File: config.mk
export PLATFORM = sky130hd
export DESIGN_NAME = port_c_pin_function_mux
export DESIGN_NICKNAME = d
export VERILOG_FILES = /design/src/pinmux_pkg.sv /design/src/reg_access_if.sv /design/src/axil_port.sv /design/src/input_sync.sv /design/src/port_c_pin_function_mux.sv
export SDC_FILE = /design/constraint.sdc
export NUM_CORES = 1
export LEC_CHECK = 0
export BUFFER_PORTS_ARGS = -buffer_cell sky130_fd_sc_hd__buf_2
export CAP_MARGIN = 0
export CORE_MARGIN = 2
export CORE_UTILIZATION = 39
export DETAILED_ROUTE_END_ITERATION = 12
export GPL_TIMING_DRIVEN = 0
export PLACE_DENSITY = 0.7
export SYNTH_ARGS = -nofsm -noshare
export SYNTH_HDL_FRONTEND = slang
export SYNTH_SLANG_ARGS = --single-unit
File: constraint.sdc
create_clock -name aclk -period 3.3 [get_ports aclk]
set_input_delay 0.495 -clock aclk [delete_from_list [all_inputs] [get_ports aclk]]
set_output_delay 0.495 -clock aclk [all_outputs]
set_load 0.01 [all_outputs]
File: src/pinmux_pkg.sv
// constants for the port c pin function multiplexer and its register map
// assumes a single 10 MHz clock and an AXI4-Lite register bus with 32-bit data
//
// Summary of operation
// [RQ1] comparator output function with output direction drives combined comparator result on pin 4
// [RQ2] pwm b, c, d drive their pins over the latch when direction is output
// [RQ3] each pwm pin may float while a pwm shutdown event is active
// [RQ4] reference voltage output on pin 2 cuts its digital paths, direction ignored
// [RQ5] low voltage programming bit makes pin 3 programming entry only
// [RQ6] external interrupts 0 to 2 come from pins 0 to 2 when input
// [RQ7] pins 0 to 3, as inputs, route to converter channels 4 to 7
// [RQ8] pin 0 comparator non-inverting, pins 1 to 3 inverting, selection shared with converter
// [RQ9] reference output and programming entry override the direction bit
// [RQ10] pins 0 and 1 carry high and low reference inputs when analogue
// [RQ11] otherwise output direction drives latch; input direction reads pin into port value
`default_nettype none
package pinmux_pkg;
   localparam int PIN_COUNT = 5;
   localparam int ANA_COUNT = 4;
   localparam int ADDR_W = 8;
   localparam int DATA_W = 32;
   localparam logic [ADDR_W-1:0] OFS_DIRECTION = 8'h00;
   localparam logic [ADDR_W-1:0] OFS_LATCH = 8'h04;
   localparam logic [ADDR_W-1:0] OFS_INPUT = 8'h08;
   localparam logic [ADDR_W-1:0] OFS_FUNCTION = 8'h0C;
   localparam logic [ADDR_W-1:0] OFS_ANALOG = 8'h10;
   localparam logic [ADDR_W-1:0] OFS_CONFIG = 8'h14;
   localparam logic [ADDR_W-1:0] OFS_STATUS = 8'h18;
   localparam logic [ADDR_W-1:0] OFS_PIN_STATE = 8'h1C;
   localparam logic [4:0] RST_DIRECTION = 5'h1F;
   localparam logic [4:0] RST_LATCH = 5'h00;
   localparam logic [7:0] RST_FUNCTION = 8'h00;
   localparam logic [3:0] RST_ANALOG = 4'h0;
   localparam logic [0:0] RST_CONFIG = 1'h0;
   localparam int FN_CMP_OUT = 0;
   localparam int FN_PWM_B = 1;
   localparam int FN_PWM_C = 2;
   localparam int FN_PWM_D = 3;
   localparam int FN_VREF_OUT = 4;
   localparam int FN_TRI_B = 5;
   localparam int FN_TRI_C = 6;
   localparam int FN_TRI_D = 7;
   localparam int CFG_LVP = 0;
   localparam int ST_EXTERNAL_INTERRUPT_0 = 0;
   localparam int ST_PROG = 3;
   localparam int ST_CMP = 4;
   localparam int ST_SHUTDOWN = 5;
   localparam int PS_OUT = 0;
   localparam int PS_OE_N = 8;
   localparam int PIN_VREF = 2;
   localparam int PIN_PROG = 3;
   localparam int PIN_CMP = 4;
   localparam int PIN_PWM_B = 4;
   localparam int PIN_PWM_C = 3;
   localparam int PIN_PWM_D = 2;
   localparam logic [1:0] RESP_OKAY = 2'h0;
   localparam logic [1:0] RESP_DECERR = 2'h3;
endpackage : pinmux_pkg
`default_nettype wire

File: src/reg_access_if.sv
// simple register access strobes between the bus port and the register file
// assumes both ends run on the same clock
`default_nettype none
interface reg_access_if;
   logic wr_en;
   logic [pinmux_pkg::ADDR_W-1:0] wr_addr;
   logic [pinmux_pkg::DATA_W-1:0] wr_data;
   logic [3:0] wr_strb;
   logic wr_err;
   logic rd_en;
   logic [pinmux_pkg::ADDR_W-1:0] rd_addr;
   logic [pinmux_pkg::DATA_W-1:0] rd_data;
   logic rd_err;
   modport initiator(output wr_en, wr_addr, wr_data, wr_strb, rd_en, rd_addr,
                     input wr_err, rd_data, rd_err);
   modport target(input wr_en, wr_addr, wr_data, wr_strb, rd_en, rd_addr,
                  output wr_err, rd_data, rd_err);
endinterface : reg_access_if
`default_nettype wire

File: src/axil_port.sv
// AXI4-Lite slave front end, one write and one read in flight
// assumes the register file answers reads combinationally in the same cycle
`default_nettype none
module axil_port
   import pinmux_pkg::*;
(
   input wire logic aclk,
   input wire logic aresetn,
   input wire logic [pinmux_pkg::ADDR_W-1:0] awaddr,
   input wire logic awvalid,
   output logic awready,
   input wire logic [pinmux_pkg::DATA_W-1:0] wdata,
   input wire logic [3:0] wstrb,
   input wire logic wvalid,
   output logic wready,
   output logic [1:0] bresp,
   output logic bvalid,
   input wire logic bready,
   input wire logic [pinmux_pkg::ADDR_W-1:0] araddr,
   input wire logic arvalid,
   output logic arready,
   output logic [pinmux_pkg::DATA_W-1:0] rdata,
   output logic [1:0] rresp,
   output logic rvalid,
   input wire logic rready,
   reg_access_if.initiator regs
);
   logic aw_hold_ff, nxt_aw_hold, w_hold_ff, nxt_w_hold;
   logic [ADDR_W-1:0] addr_ff, nxt_addr;
   logic [DATA_W-1:0] data_ff, nxt_data, rdata_ff, nxt_rdata;
   logic [3:0] strb_ff, nxt_strb;
   logic bvalid_ff, nxt_bvalid, rvalid_ff, nxt_rvalid;
   logic [1:0] bresp_ff, nxt_bresp, rresp_ff, nxt_rresp;

   // address and data taken in either order, held until the write
   assign awready = !aw_hold_ff && !bvalid_ff;
   assign wready = !w_hold_ff && !bvalid_ff;
   assign arready = !rvalid_ff;
   assign regs.wr_en = aw_hold_ff && w_hold_ff && !bvalid_ff;
   assign regs.wr_addr = addr_ff;
   assign regs.wr_data = data_ff;
   assign regs.wr_strb = strb_ff;
   assign regs.rd_en = arvalid && arready;
   assign regs.rd_addr = araddr;

   always_comb begin
      nxt_aw_hold = aw_hold_ff;
      nxt_w_hold = w_hold_ff;
      nxt_addr = addr_ff;
      nxt_data = data_ff;
      nxt_strb = strb_ff;
      nxt_bvalid = bvalid_ff;
      nxt_bresp = bresp_ff;
      nxt_rvalid = rvalid_ff;
      nxt_rdata = rdata_ff;
      nxt_rresp = rresp_ff;
      if (awvalid && awready) begin
         nxt_aw_hold = 1'b1;
         nxt_addr = awaddr;
      end
      if (wvalid && wready) begin
         nxt_w_hold = 1'b1;
         nxt_data = wdata;
         nxt_strb = wstrb;
      end
      if (regs.wr_en) begin
         nxt_aw_hold = 1'b0;
         nxt_w_hold = 1'b0;
         nxt_bvalid = 1'b1;
         nxt_bresp = regs.wr_err ? RESP_DECERR : RESP_OKAY;
      end else if (bvalid_ff && bready) begin
         nxt_bvalid = 1'b0;
      end
      if (regs.rd_en) begin
         nxt_rvalid = 1'b1;
         nxt_rdata = regs.rd_data;
         nxt_rresp = regs.rd_err ? RESP_DECERR : RESP_OKAY;
      end else if (rvalid_ff && rready) begin
         nxt_rvalid = 1'b0;
      end
   end

   always_ff @(posedge aclk) begin
      if (!aresetn) begin
         aw_hold_ff <= 1'b0;
         w_hold_ff <= 1'b0;
         addr_ff <= '0;
         data_ff <= '0;
         strb_ff <= '0;
         bvalid_ff <= 1'b0;
         bresp_ff <= RESP_OKAY;
         rvalid_ff <= 1'b0;
         rdata_ff <= '0;
         rresp_ff <= RESP_OKAY;
      end else begin
         aw_hold_ff <= nxt_aw_hold;
         w_hold_ff <= nxt_w_hold;
         addr_ff <= nxt_addr;
         data_ff <= nxt_data;
         strb_ff <= nxt_strb;
         bvalid_ff <= nxt_bvalid;
         bresp_ff <= nxt_bresp;
         rvalid_ff <= nxt_rvalid;
         rdata_ff <= nxt_rdata;
         rresp_ff <= nxt_rresp;
      end
   end

   assign bvalid = bvalid_ff;
   assign bresp = bresp_ff;
   assign rvalid = rvalid_ff;
   assign rdata = rdata_ff;
   assign rresp = rresp_ff;
endmodule : axil_port
`default_nettype wire

File: src/input_sync.sv
// two flop synchroniser for asynchronous pin levels
// assumes levels only, no pulses shorter than two clocks
`default_nettype none
module input_sync #(
   parameter int WIDTH = 5
) (
   input wire logic aclk,
   input wire logic aresetn,
   input wire logic [WIDTH-1:0] din,
   output logic [WIDTH-1:0] dout
);
   logic [WIDTH-1:0] meta_ff;
   logic [WIDTH-1:0] sync_ff;
   logic [WIDTH-1:0] nxt_meta;
   logic [WIDTH-1:0] nxt_sync;

   // first stage feeds only the second
   always_comb begin
      nxt_meta = din;
      nxt_sync = meta_ff;
   end

   always_ff @(posedge aclk) begin
      if (!aresetn) begin
         meta_ff <= '0;
         sync_ff <= '0;
      end else begin
         meta_ff <= nxt_meta;
         sync_ff <= nxt_sync;
      end
   end

   assign dout = sync_ff;
endmodule : input_sync
`default_nettype wire

File: src/port_c_pin_function_mux.sv
// port c pin function multiplexer: register file, per-pin source select, pin drivers
// assumes peripheral sources share aclk; pin levels are asynchronous and get synchronised
`default_nettype none
module port_c_pin_function_mux (
   input wire logic aclk,
   input wire logic aresetn,
   input wire logic [pinmux_pkg::ADDR_W-1:0] awaddr,
   input wire logic [2:0] awprot,
   input wire logic awvalid,
   output logic awready,
   input wire logic [pinmux_pkg::DATA_W-1:0] wdata,
   input wire logic [3:0] wstrb,
   input wire logic wvalid,
   output logic wready,
   output logic [1:0] bresp,
   output logic bvalid,
   input wire logic bready,
   input wire logic [pinmux_pkg::ADDR_W-1:0] araddr,
   input wire logic [2:0] arprot,
   input wire logic arvalid,
   output logic arready,
   output logic [pinmux_pkg::DATA_W-1:0] rdata,
   output logic [1:0] rresp,
   output logic rvalid,
   input wire logic rready,
   input wire logic [pinmux_pkg::PIN_COUNT-1:0] pin_in,
   output logic [pinmux_pkg::PIN_COUNT-1:0] pin_out,
   output logic [pinmux_pkg::PIN_COUNT-1:0] pin_oe_n,
   input wire logic comparator_1_result,
   input wire logic comparator_2_result,
   input wire logic pwm_channel_b_output,
   input wire logic pwm_channel_c_output,
   input wire logic pwm_channel_d_output,
   input wire logic pwm_shutdown_active,
   output logic [2:0] external_interrupt,
   output logic [pinmux_pkg::ANA_COUNT-1:0] converter_channel_en,
   output logic comparator_noninverting_input_en,
   output logic [2:0] comparator_inverting_input_en,
   output logic vref_high_input_en,
   output logic vref_low_input_en,
   output logic reference_voltage_output_en,
   output logic programming_entry_pin
);
   import pinmux_pkg::*;

   reg_access_if regs ();

   logic [PIN_COUNT-1:0] pin_sync;
   logic [4:0] dir_ff, nxt_dir;
   logic [4:0] latch_ff, nxt_latch;
   logic [7:0] fn_ff, nxt_fn;
   logic [3:0] ana_ff, nxt_ana;
   logic [0:0] cfg_ff, nxt_cfg;
   logic [PIN_COUNT-1:0] out_ff, nxt_out;
   logic [PIN_COUNT-1:0] oe_n_ff, nxt_oe_n;
   logic [PIN_COUNT-1:0] in_val_ff, nxt_in_val;
   logic [2:0] int_ff, nxt_int;
   logic [ANA_COUNT-1:0] route_ff, nxt_route;
   logic vref_ff, nxt_vref;
   logic prog_ff, nxt_prog;
   logic [PIN_COUNT-1:0] ana_wide;
   logic [PIN_COUNT-1:0] dig_in;
   logic [PIN_COUNT-1:0] cut;
   logic cmp_combined;
   logic lvp_on;
   logic vref_on;
   logic [DATA_W-1:0] rd_data_c;
   logic rd_err_c;
   logic wr_err_c;

   input_sync #(
      .WIDTH(PIN_COUNT)
   ) u_pin_sync (
      .aclk(aclk),
      .aresetn(aresetn),
      .din(pin_in),
      .dout(pin_sync)
   );

   axil_port u_axil_port (
      .aclk(aclk),
      .aresetn(aresetn),
      .awaddr(awaddr),
      .awvalid(awvalid),
      .awready(awready),
      .wdata(wdata),
      .wstrb(wstrb),
      .wvalid(wvalid),
      .wready(wready),
      .bresp(bresp),
      .bvalid(bvalid),
      .bready(bready),
      .araddr(araddr),
      .arvalid(arvalid),
      .arready(arready),
      .rdata(rdata),
      .rresp(rresp),
      .rvalid(rvalid),
      .rready(rready),
      .regs(regs)
   );

   // [RQ1] comparators merged
   assign cmp_combined = comparator_1_result | comparator_2_result;
   assign lvp_on = cfg_ff[CFG_LVP];
   assign vref_on = fn_ff[FN_VREF_OUT];
   assign ana_wide = {1'b0, ana_ff};

   // register writes; only byte lane 0 carries fields
   always_comb begin
      nxt_dir = dir_ff;
      nxt_latch = latch_ff;
      nxt_fn = fn_ff;
      nxt_ana = ana_ff;
      nxt_cfg = cfg_ff;
      wr_err_c = 1'b0;
      case ({regs.wr_addr[ADDR_W-1:2], 2'b00})
         OFS_DIRECTION, OFS_LATCH, OFS_FUNCTION, OFS_ANALOG, OFS_CONFIG,
         OFS_INPUT, OFS_STATUS, OFS_PIN_STATE: wr_err_c = 1'b0;
         default: wr_err_c = 1'b1;
      endcase
      if (regs.wr_en && regs.wr_strb[0]) begin
         case ({regs.wr_addr[ADDR_W-1:2], 2'b00})
            OFS_DIRECTION: nxt_dir = regs.wr_data[4:0];
            OFS_LATCH: nxt_latch = regs.wr_data[4:0];
            OFS_FUNCTION: nxt_fn = regs.wr_data[7:0];
            OFS_ANALOG: nxt_ana = regs.wr_data[3:0];
            OFS_CONFIG: nxt_cfg = regs.wr_data[0:0];
            default: nxt_dir = dir_ff;
         endcase
      end
   end
   assign regs.wr_err = wr_err_c;

   // reads see registered state, except the live comparator and shutdown status bits; read-only words ignore writes
   always_comb begin
      rd_data_c = '0;
      rd_err_c = 1'b0;
      case ({regs.rd_addr[ADDR_W-1:2], 2'b00})
         OFS_DIRECTION: rd_data_c[4:0] = dir_ff;
         OFS_LATCH: rd_data_c[4:0] = latch_ff;
         // [RQ11] port input value
         OFS_INPUT: rd_data_c[PIN_COUNT-1:0] = in_val_ff;
         OFS_FUNCTION: rd_data_c[7:0] = fn_ff;
         OFS_ANALOG: rd_data_c[3:0] = ana_ff;
         OFS_CONFIG: rd_data_c[0:0] = cfg_ff;
         OFS_STATUS: begin
            rd_data_c[ST_EXTERNAL_INTERRUPT_0+2:ST_EXTERNAL_INTERRUPT_0] = int_ff;
            rd_data_c[ST_PROG] = prog_ff;
            rd_data_c[ST_CMP] = cmp_combined;
            rd_data_c[ST_SHUTDOWN] = pwm_shutdown_active;
         end
         OFS_PIN_STATE: begin
            rd_data_c[PS_OUT+PIN_COUNT-1:PS_OUT] = out_ff;
            rd_data_c[PS_OE_N+PIN_COUNT-1:PS_OE_N] = oe_n_ff;
         end
         default: rd_err_c = 1'b1;
      endcase
   end
   assign regs.rd_data = rd_data_c;
   assign regs.rd_err = rd_err_c;

   // per-pin source selection
   for (genvar i = 0; i < PIN_COUNT; i++) begin : g_pin
      logic pwm_sel;
      logic pwm_val;
      logic pwm_tri;
      logic cmp_sel;
      logic drive;
      always_comb begin
         pwm_sel = 1'b0;
         pwm_val = 1'b0;
         pwm_tri = 1'b0;
         cmp_sel = 1'b0;
         // [RQ2] pwm steering
         if (i == PIN_PWM_B) begin
            pwm_sel = fn_ff[FN_PWM_B];
            pwm_val = pwm_channel_b_output;
            pwm_tri = fn_ff[FN_TRI_B];
         end else if (i == PIN_PWM_C) begin
            pwm_sel = fn_ff[FN_PWM_C];
            pwm_val = pwm_channel_c_output;
            pwm_tri = fn_ff[FN_TRI_C];
         end else if (i == PIN_PWM_D) begin
            pwm_sel = fn_ff[FN_PWM_D];
            pwm_val = pwm_channel_d_output;
            pwm_tri = fn_ff[FN_TRI_D];
         end
         // [RQ1] comparator output pin
         if (i == PIN_CMP) begin
            cmp_sel = fn_ff[FN_CMP_OUT];
         end
         // [RQ4] [RQ5] [RQ9] overrides ignore direction
         cut[i] = (vref_on && (i == PIN_VREF)) || (lvp_on && (i == PIN_PROG));
         // [RQ11] output direction drives
         drive = !dir_ff[i] && !cut[i];
         // [RQ3] float during shutdown
         nxt_oe_n[i] = !(drive && !(pwm_sel && pwm_tri && pwm_shutdown_active));
         // pwm wins over comparator where both share a pin
         if (pwm_sel) begin
            nxt_out[i] = pwm_val;
         end else if (cmp_sel) begin
            nxt_out[i] = cmp_combined;
         end else begin
            nxt_out[i] = latch_ff[i];
         end
         // analogue select also shuts the digital input buffer
         dig_in[i] = pin_sync[i] && !cut[i] && !ana_wide[i];
         // [RQ11] input read through port value
         nxt_in_val[i] = dig_in[i];
      end
   end

   // peripheral inputs taken from the pins
   always_comb begin
      // [RQ6] interrupts need input direction
      nxt_int = dig_in[2:0] & dir_ff[2:0];
      // [RQ7] [RQ8] shared analogue routing
      nxt_route = ana_ff & dir_ff[3:0] & ~cut[3:0];
      nxt_vref = vref_on;
      // [RQ5] programming entry input
      nxt_prog = lvp_on && pin_sync[PIN_PROG];
   end

   always_ff @(posedge aclk) begin
      if (!aresetn) begin
         dir_ff <= RST_DIRECTION;
         latch_ff <= RST_LATCH;
         fn_ff <= RST_FUNCTION;
         ana_ff <= RST_ANALOG;
         cfg_ff <= RST_CONFIG;
         out_ff <= '0;
         oe_n_ff <= '1;
         in_val_ff <= '0;
         int_ff <= '0;
         route_ff <= '0;
         vref_ff <= 1'b0;
         prog_ff <= 1'b0;
      end else begin
         dir_ff <= nxt_dir;
         latch_ff <= nxt_latch;
         fn_ff <= nxt_fn;
         ana_ff <= nxt_ana;
         cfg_ff <= nxt_cfg;
         out_ff <= nxt_out;
         oe_n_ff <= nxt_oe_n;
         in_val_ff <= nxt_in_val;
         int_ff <= nxt_int;
         route_ff <= nxt_route;
         vref_ff <= nxt_vref;
         prog_ff <= nxt_prog;
      end
   end

   assign pin_out = out_ff;
   assign pin_oe_n = oe_n_ff;
   assign external_interrupt = int_ff;
   assign converter_channel_en = route_ff;
   // [RQ8] comparator inputs follow converter select
   assign comparator_noninverting_input_en = route_ff[0];
   assign comparator_inverting_input_en = route_ff[3:1];
   // [RQ10] reference inputs on pins 0 and 1
   assign vref_high_input_en = route_ff[0];
   assign vref_low_input_en = route_ff[1];
   assign reference_voltage_output_en = vref_ff;
   assign programming_entry_pin = prog_ff;
endmodule : port_c_pin_function_mux
`default_nettype wire

==> flow_summary.json <==
{
  "die_x_microns": 102,
  "grt_pass1_vias": 2682,
  "peakVddDrop_mv": 0.201,
  "cts_tree": "done",
  "yosysSeqAreaShare_pct": 48.2,
  "nFillCells": 901,
  "hold_end": "u_pin_sync.meta_ff[4]",
  "yosysWarnings": 0,
  "insertion_delay_ns": 0.36,
  "routed_wl_mm": 8.73,
  "core_area_sq_um": 9330,
  "max_slew_margin_pct": 44.3,
  "cp_cell_sequence": "nand3b_2 -> or3_4 -> nor4b_4 -> mux2i_1",
  "fin_setup_tns_ns": 0,
  "antenna_found_initial": 0,
  "timing.rr.end": "ana_ff[2]",
  "period_minus_slack_ns": 1.88,
  "cts_resized": 0,
  "htreeDepth": 3,
  "cp.required_ns": 3.59,
  "path_buf_inv": 0,
  "drc": 0,
  "clk_path_buf_depth": 2,
  "cp-end-kind": "flop",
  "multi_input_area_sq_um": 1720,
  "fin_ws_ns": 1.42,
  "diodes": 0,
  "rsz0062_at_grt": "no",
  "ys_ff_latch": 91,
  "globalplace.congestion": 0.849,
  "drt_iter0_markers": 117,
  "core.rowCount": 35,
  "avgSynthCellArea_sq_um": 9.89,
  "syn2layout_area_growth_pct": 21.8,
  "slowest_stage": "or3_4",
  "holdPathStages": 2,
  "yosys.area.top_type": "dfxtp_1",
  "finClkSkew_ns": 0.0121,
  "vias": 2965,
  "timing_hold_violations_final": 0,
  "overflow": 0,
  "vias_per_cell": 4.73,
  "place.port_buffers": 83,
  "synth_top_area_share_pct": 48.2,
  "hpwl_mm": 6.68,
  "io-pin-count": 142,
  "fin_crit_sh_pct": 57.0,
  "numCtsBuffers": 9,
  "grt_pass1_wl_mm": 13.3,
  "register_area_sq_um": 1820,
  "synthesis.area_sq_um": 3780,
  "synthCells": 382,
  "total_power_w": 0.00204,
  "postCtsHoldBufs": 0,
  "nets": 570,
  "wire_per_inst_microns": 13.9,
  "status": "finished clean",
  "mostFrequentLayoutCell": "dfxtp_1",
  "leakage_nw": 2.02,
  "post_cts_buffers": 0,
  "worst_hold_slack_ns": 0.340,
  "reg2reg_slack_ns": 1.42,
  "drive_gt1_share_pct": 27.9,
  "powerDensity_nw_per_um2": 443,
  "drt_pass1_iterations": 4,
  "critPathMaxFanout": 9,
  "worstHoldStart": "pin_in[4]",
  "die_y_microns": 102,
  "initial_core_util_pct": 40.5,
  "crit_type": "flop to flop",
  "grt_max_degree": 15,
  "tightest_slew_ns": 0.829,
  "final_cell_mix": "91 x dfxtp_1, 86 x buf_2, 38 x mux2i_1",
  "setup_viol": 0,
  "dp_slack_ns": 1.21,
  "hold_path_class": "input port to flop",
  "startpoint_type": "flop",
  "final_core_utilization_pct": 49.3,
  "asyncSetResetFlopFracSynth_pct": 0,
  "synthTopCellsByArea": "dfxtp_1 48%, mux2i_1 10%, nor2b_1 5.8%",
  "yosysUniqueCellTypes": 46,
  "reg2reg_depth": 4,
  "grtUsageTotal_pct": 16.8,
  "die-area_sq_um": 10500,
  "cts.sinks": 91,
  "drv_cap": 0,
  "r2r_start": "u_axil_port.bvalid",
  "cpPeakStageDelay_ns": 0.46,
  "synth_ff_type": "dfxtp_1",
  "worstPathArrival_ns": 2.17,
  "fmax_ghz": 0.532,
  "clk_pin_slew_ns": 0.09,
  "root_buffer": "clkbuf_8",
  "synth_edf_count": 0,
  "drv_slew": 0,
  "ant_nets": 0,
  "crit_family": "simple AND/OR/NAND/NOR gates"
}
worst max path at each step:
stage,to,cells after the start,from,slack (ns)
global route,ana_ff[2],4,u_axil_port.bvalid,1.28
finish,ana_ff[2],4,u_axil_port.bvalid,1.42
detailed placement,u_axil_port.rdata[3],6,araddr[4],1.21
floorplan,ana_ff[0],4,u_axil_port.bvalid,1.57
CTS,ana_ff[2],4,u_axil_port.bvalid,1.40
global placement,u_axil_port.rdata[2],6,araddr[4],1.27
cell families after synthesis:
family / after synthesis / synth area share (%)
and+or+nand+nor: 150 / 23.2
DFF: 91 / 48.2
buffers and inverters: 52 / 7.95
AOI/OAI and AO/OA: 45 / 8.12
muxes: 43 / 12.5
other: 1 / 0.0993
area by class of cell:
| type | instances | share of cell area, % |
|---|---|---|
| Multi-Input combinational cell | 257 | 37.4 |
| Sequential cell | 91 | 39.6 |
| Inverter | 5 | 0.408 |
| Timing Repair Buffer | 83 | 9.03 |
| Tap cell | 129 | 3.51 |
| Buffer | 47 | 6.12 |
| Clock inverter | 3 | 0.517 |
| Clock buffer | 12 | 3.37 |
registers in the layout (all words and copies together), names as in the netlist, 3 cells and up:
signal and flops:
dir_ff 5, u_axil_port.regs.wr_data 8, u_axil_port.rdata 13, pin_out 5, converter_channel_en 4, pin_oe_n 5, latch_ff 5, u_pin_sync.meta_ff 5
fn_ff 8, in_val_ff 5, ana_ff 4, u_axil_port.regs.wr_addr 6, external_interrupt 3, u_pin_sync.dout 5
where the power goes:
group	total (W)	internal, W	switching, W
Combinational	0.000199	0.0000950	0.000103
Clock	0.000690	0.000313	0.000377
Sequential	0.00115	0.00113	0.0000252
Total	0.00204	0.00153	0.000506
metal layers:
| layer | global-route usage (%) | share of wire (%) |
|---|---|---|
| met3 | 4.65 | 6.4 |
| met2 | 29.0 | 48 |
| met4 | 3.08 | 0.74 |
| met5 | 0 | 0 |
| met1 | 21.1 | 45 |
synth_stat cells, types with 4 or more instances:
cell type	instances
dfxtp_1	91
mux2i_1	38
nor2b_1	35
nand2_1	36
o21ai_0	12
inv_1	5
and2_1	19
nand2b_1	6
clkbuf_1	15
nor3_1	4
nand3_1	16
nor2_1	11
and3_1	4
a211oi_1	5
a21boi_0	8
a21oi_1	7
buf_4	27
worst register-to-register path, delay by kind of cell (launching register included):
kind	cells	cell delay (ns)
flops	1	0.37
mux	1	0.24
simple gates	3	1.20
per-stage QoR:
step / std cells / area [sq um]
floorplan: 400 / 3840
global placement: 612 / 4420
detailed placement: 612 / 4420
CTS: 627 / 4600
global route: 627 / 4600
finish: 627 / 4600
No activity file was read; power rests on OpenSTA's default activity.
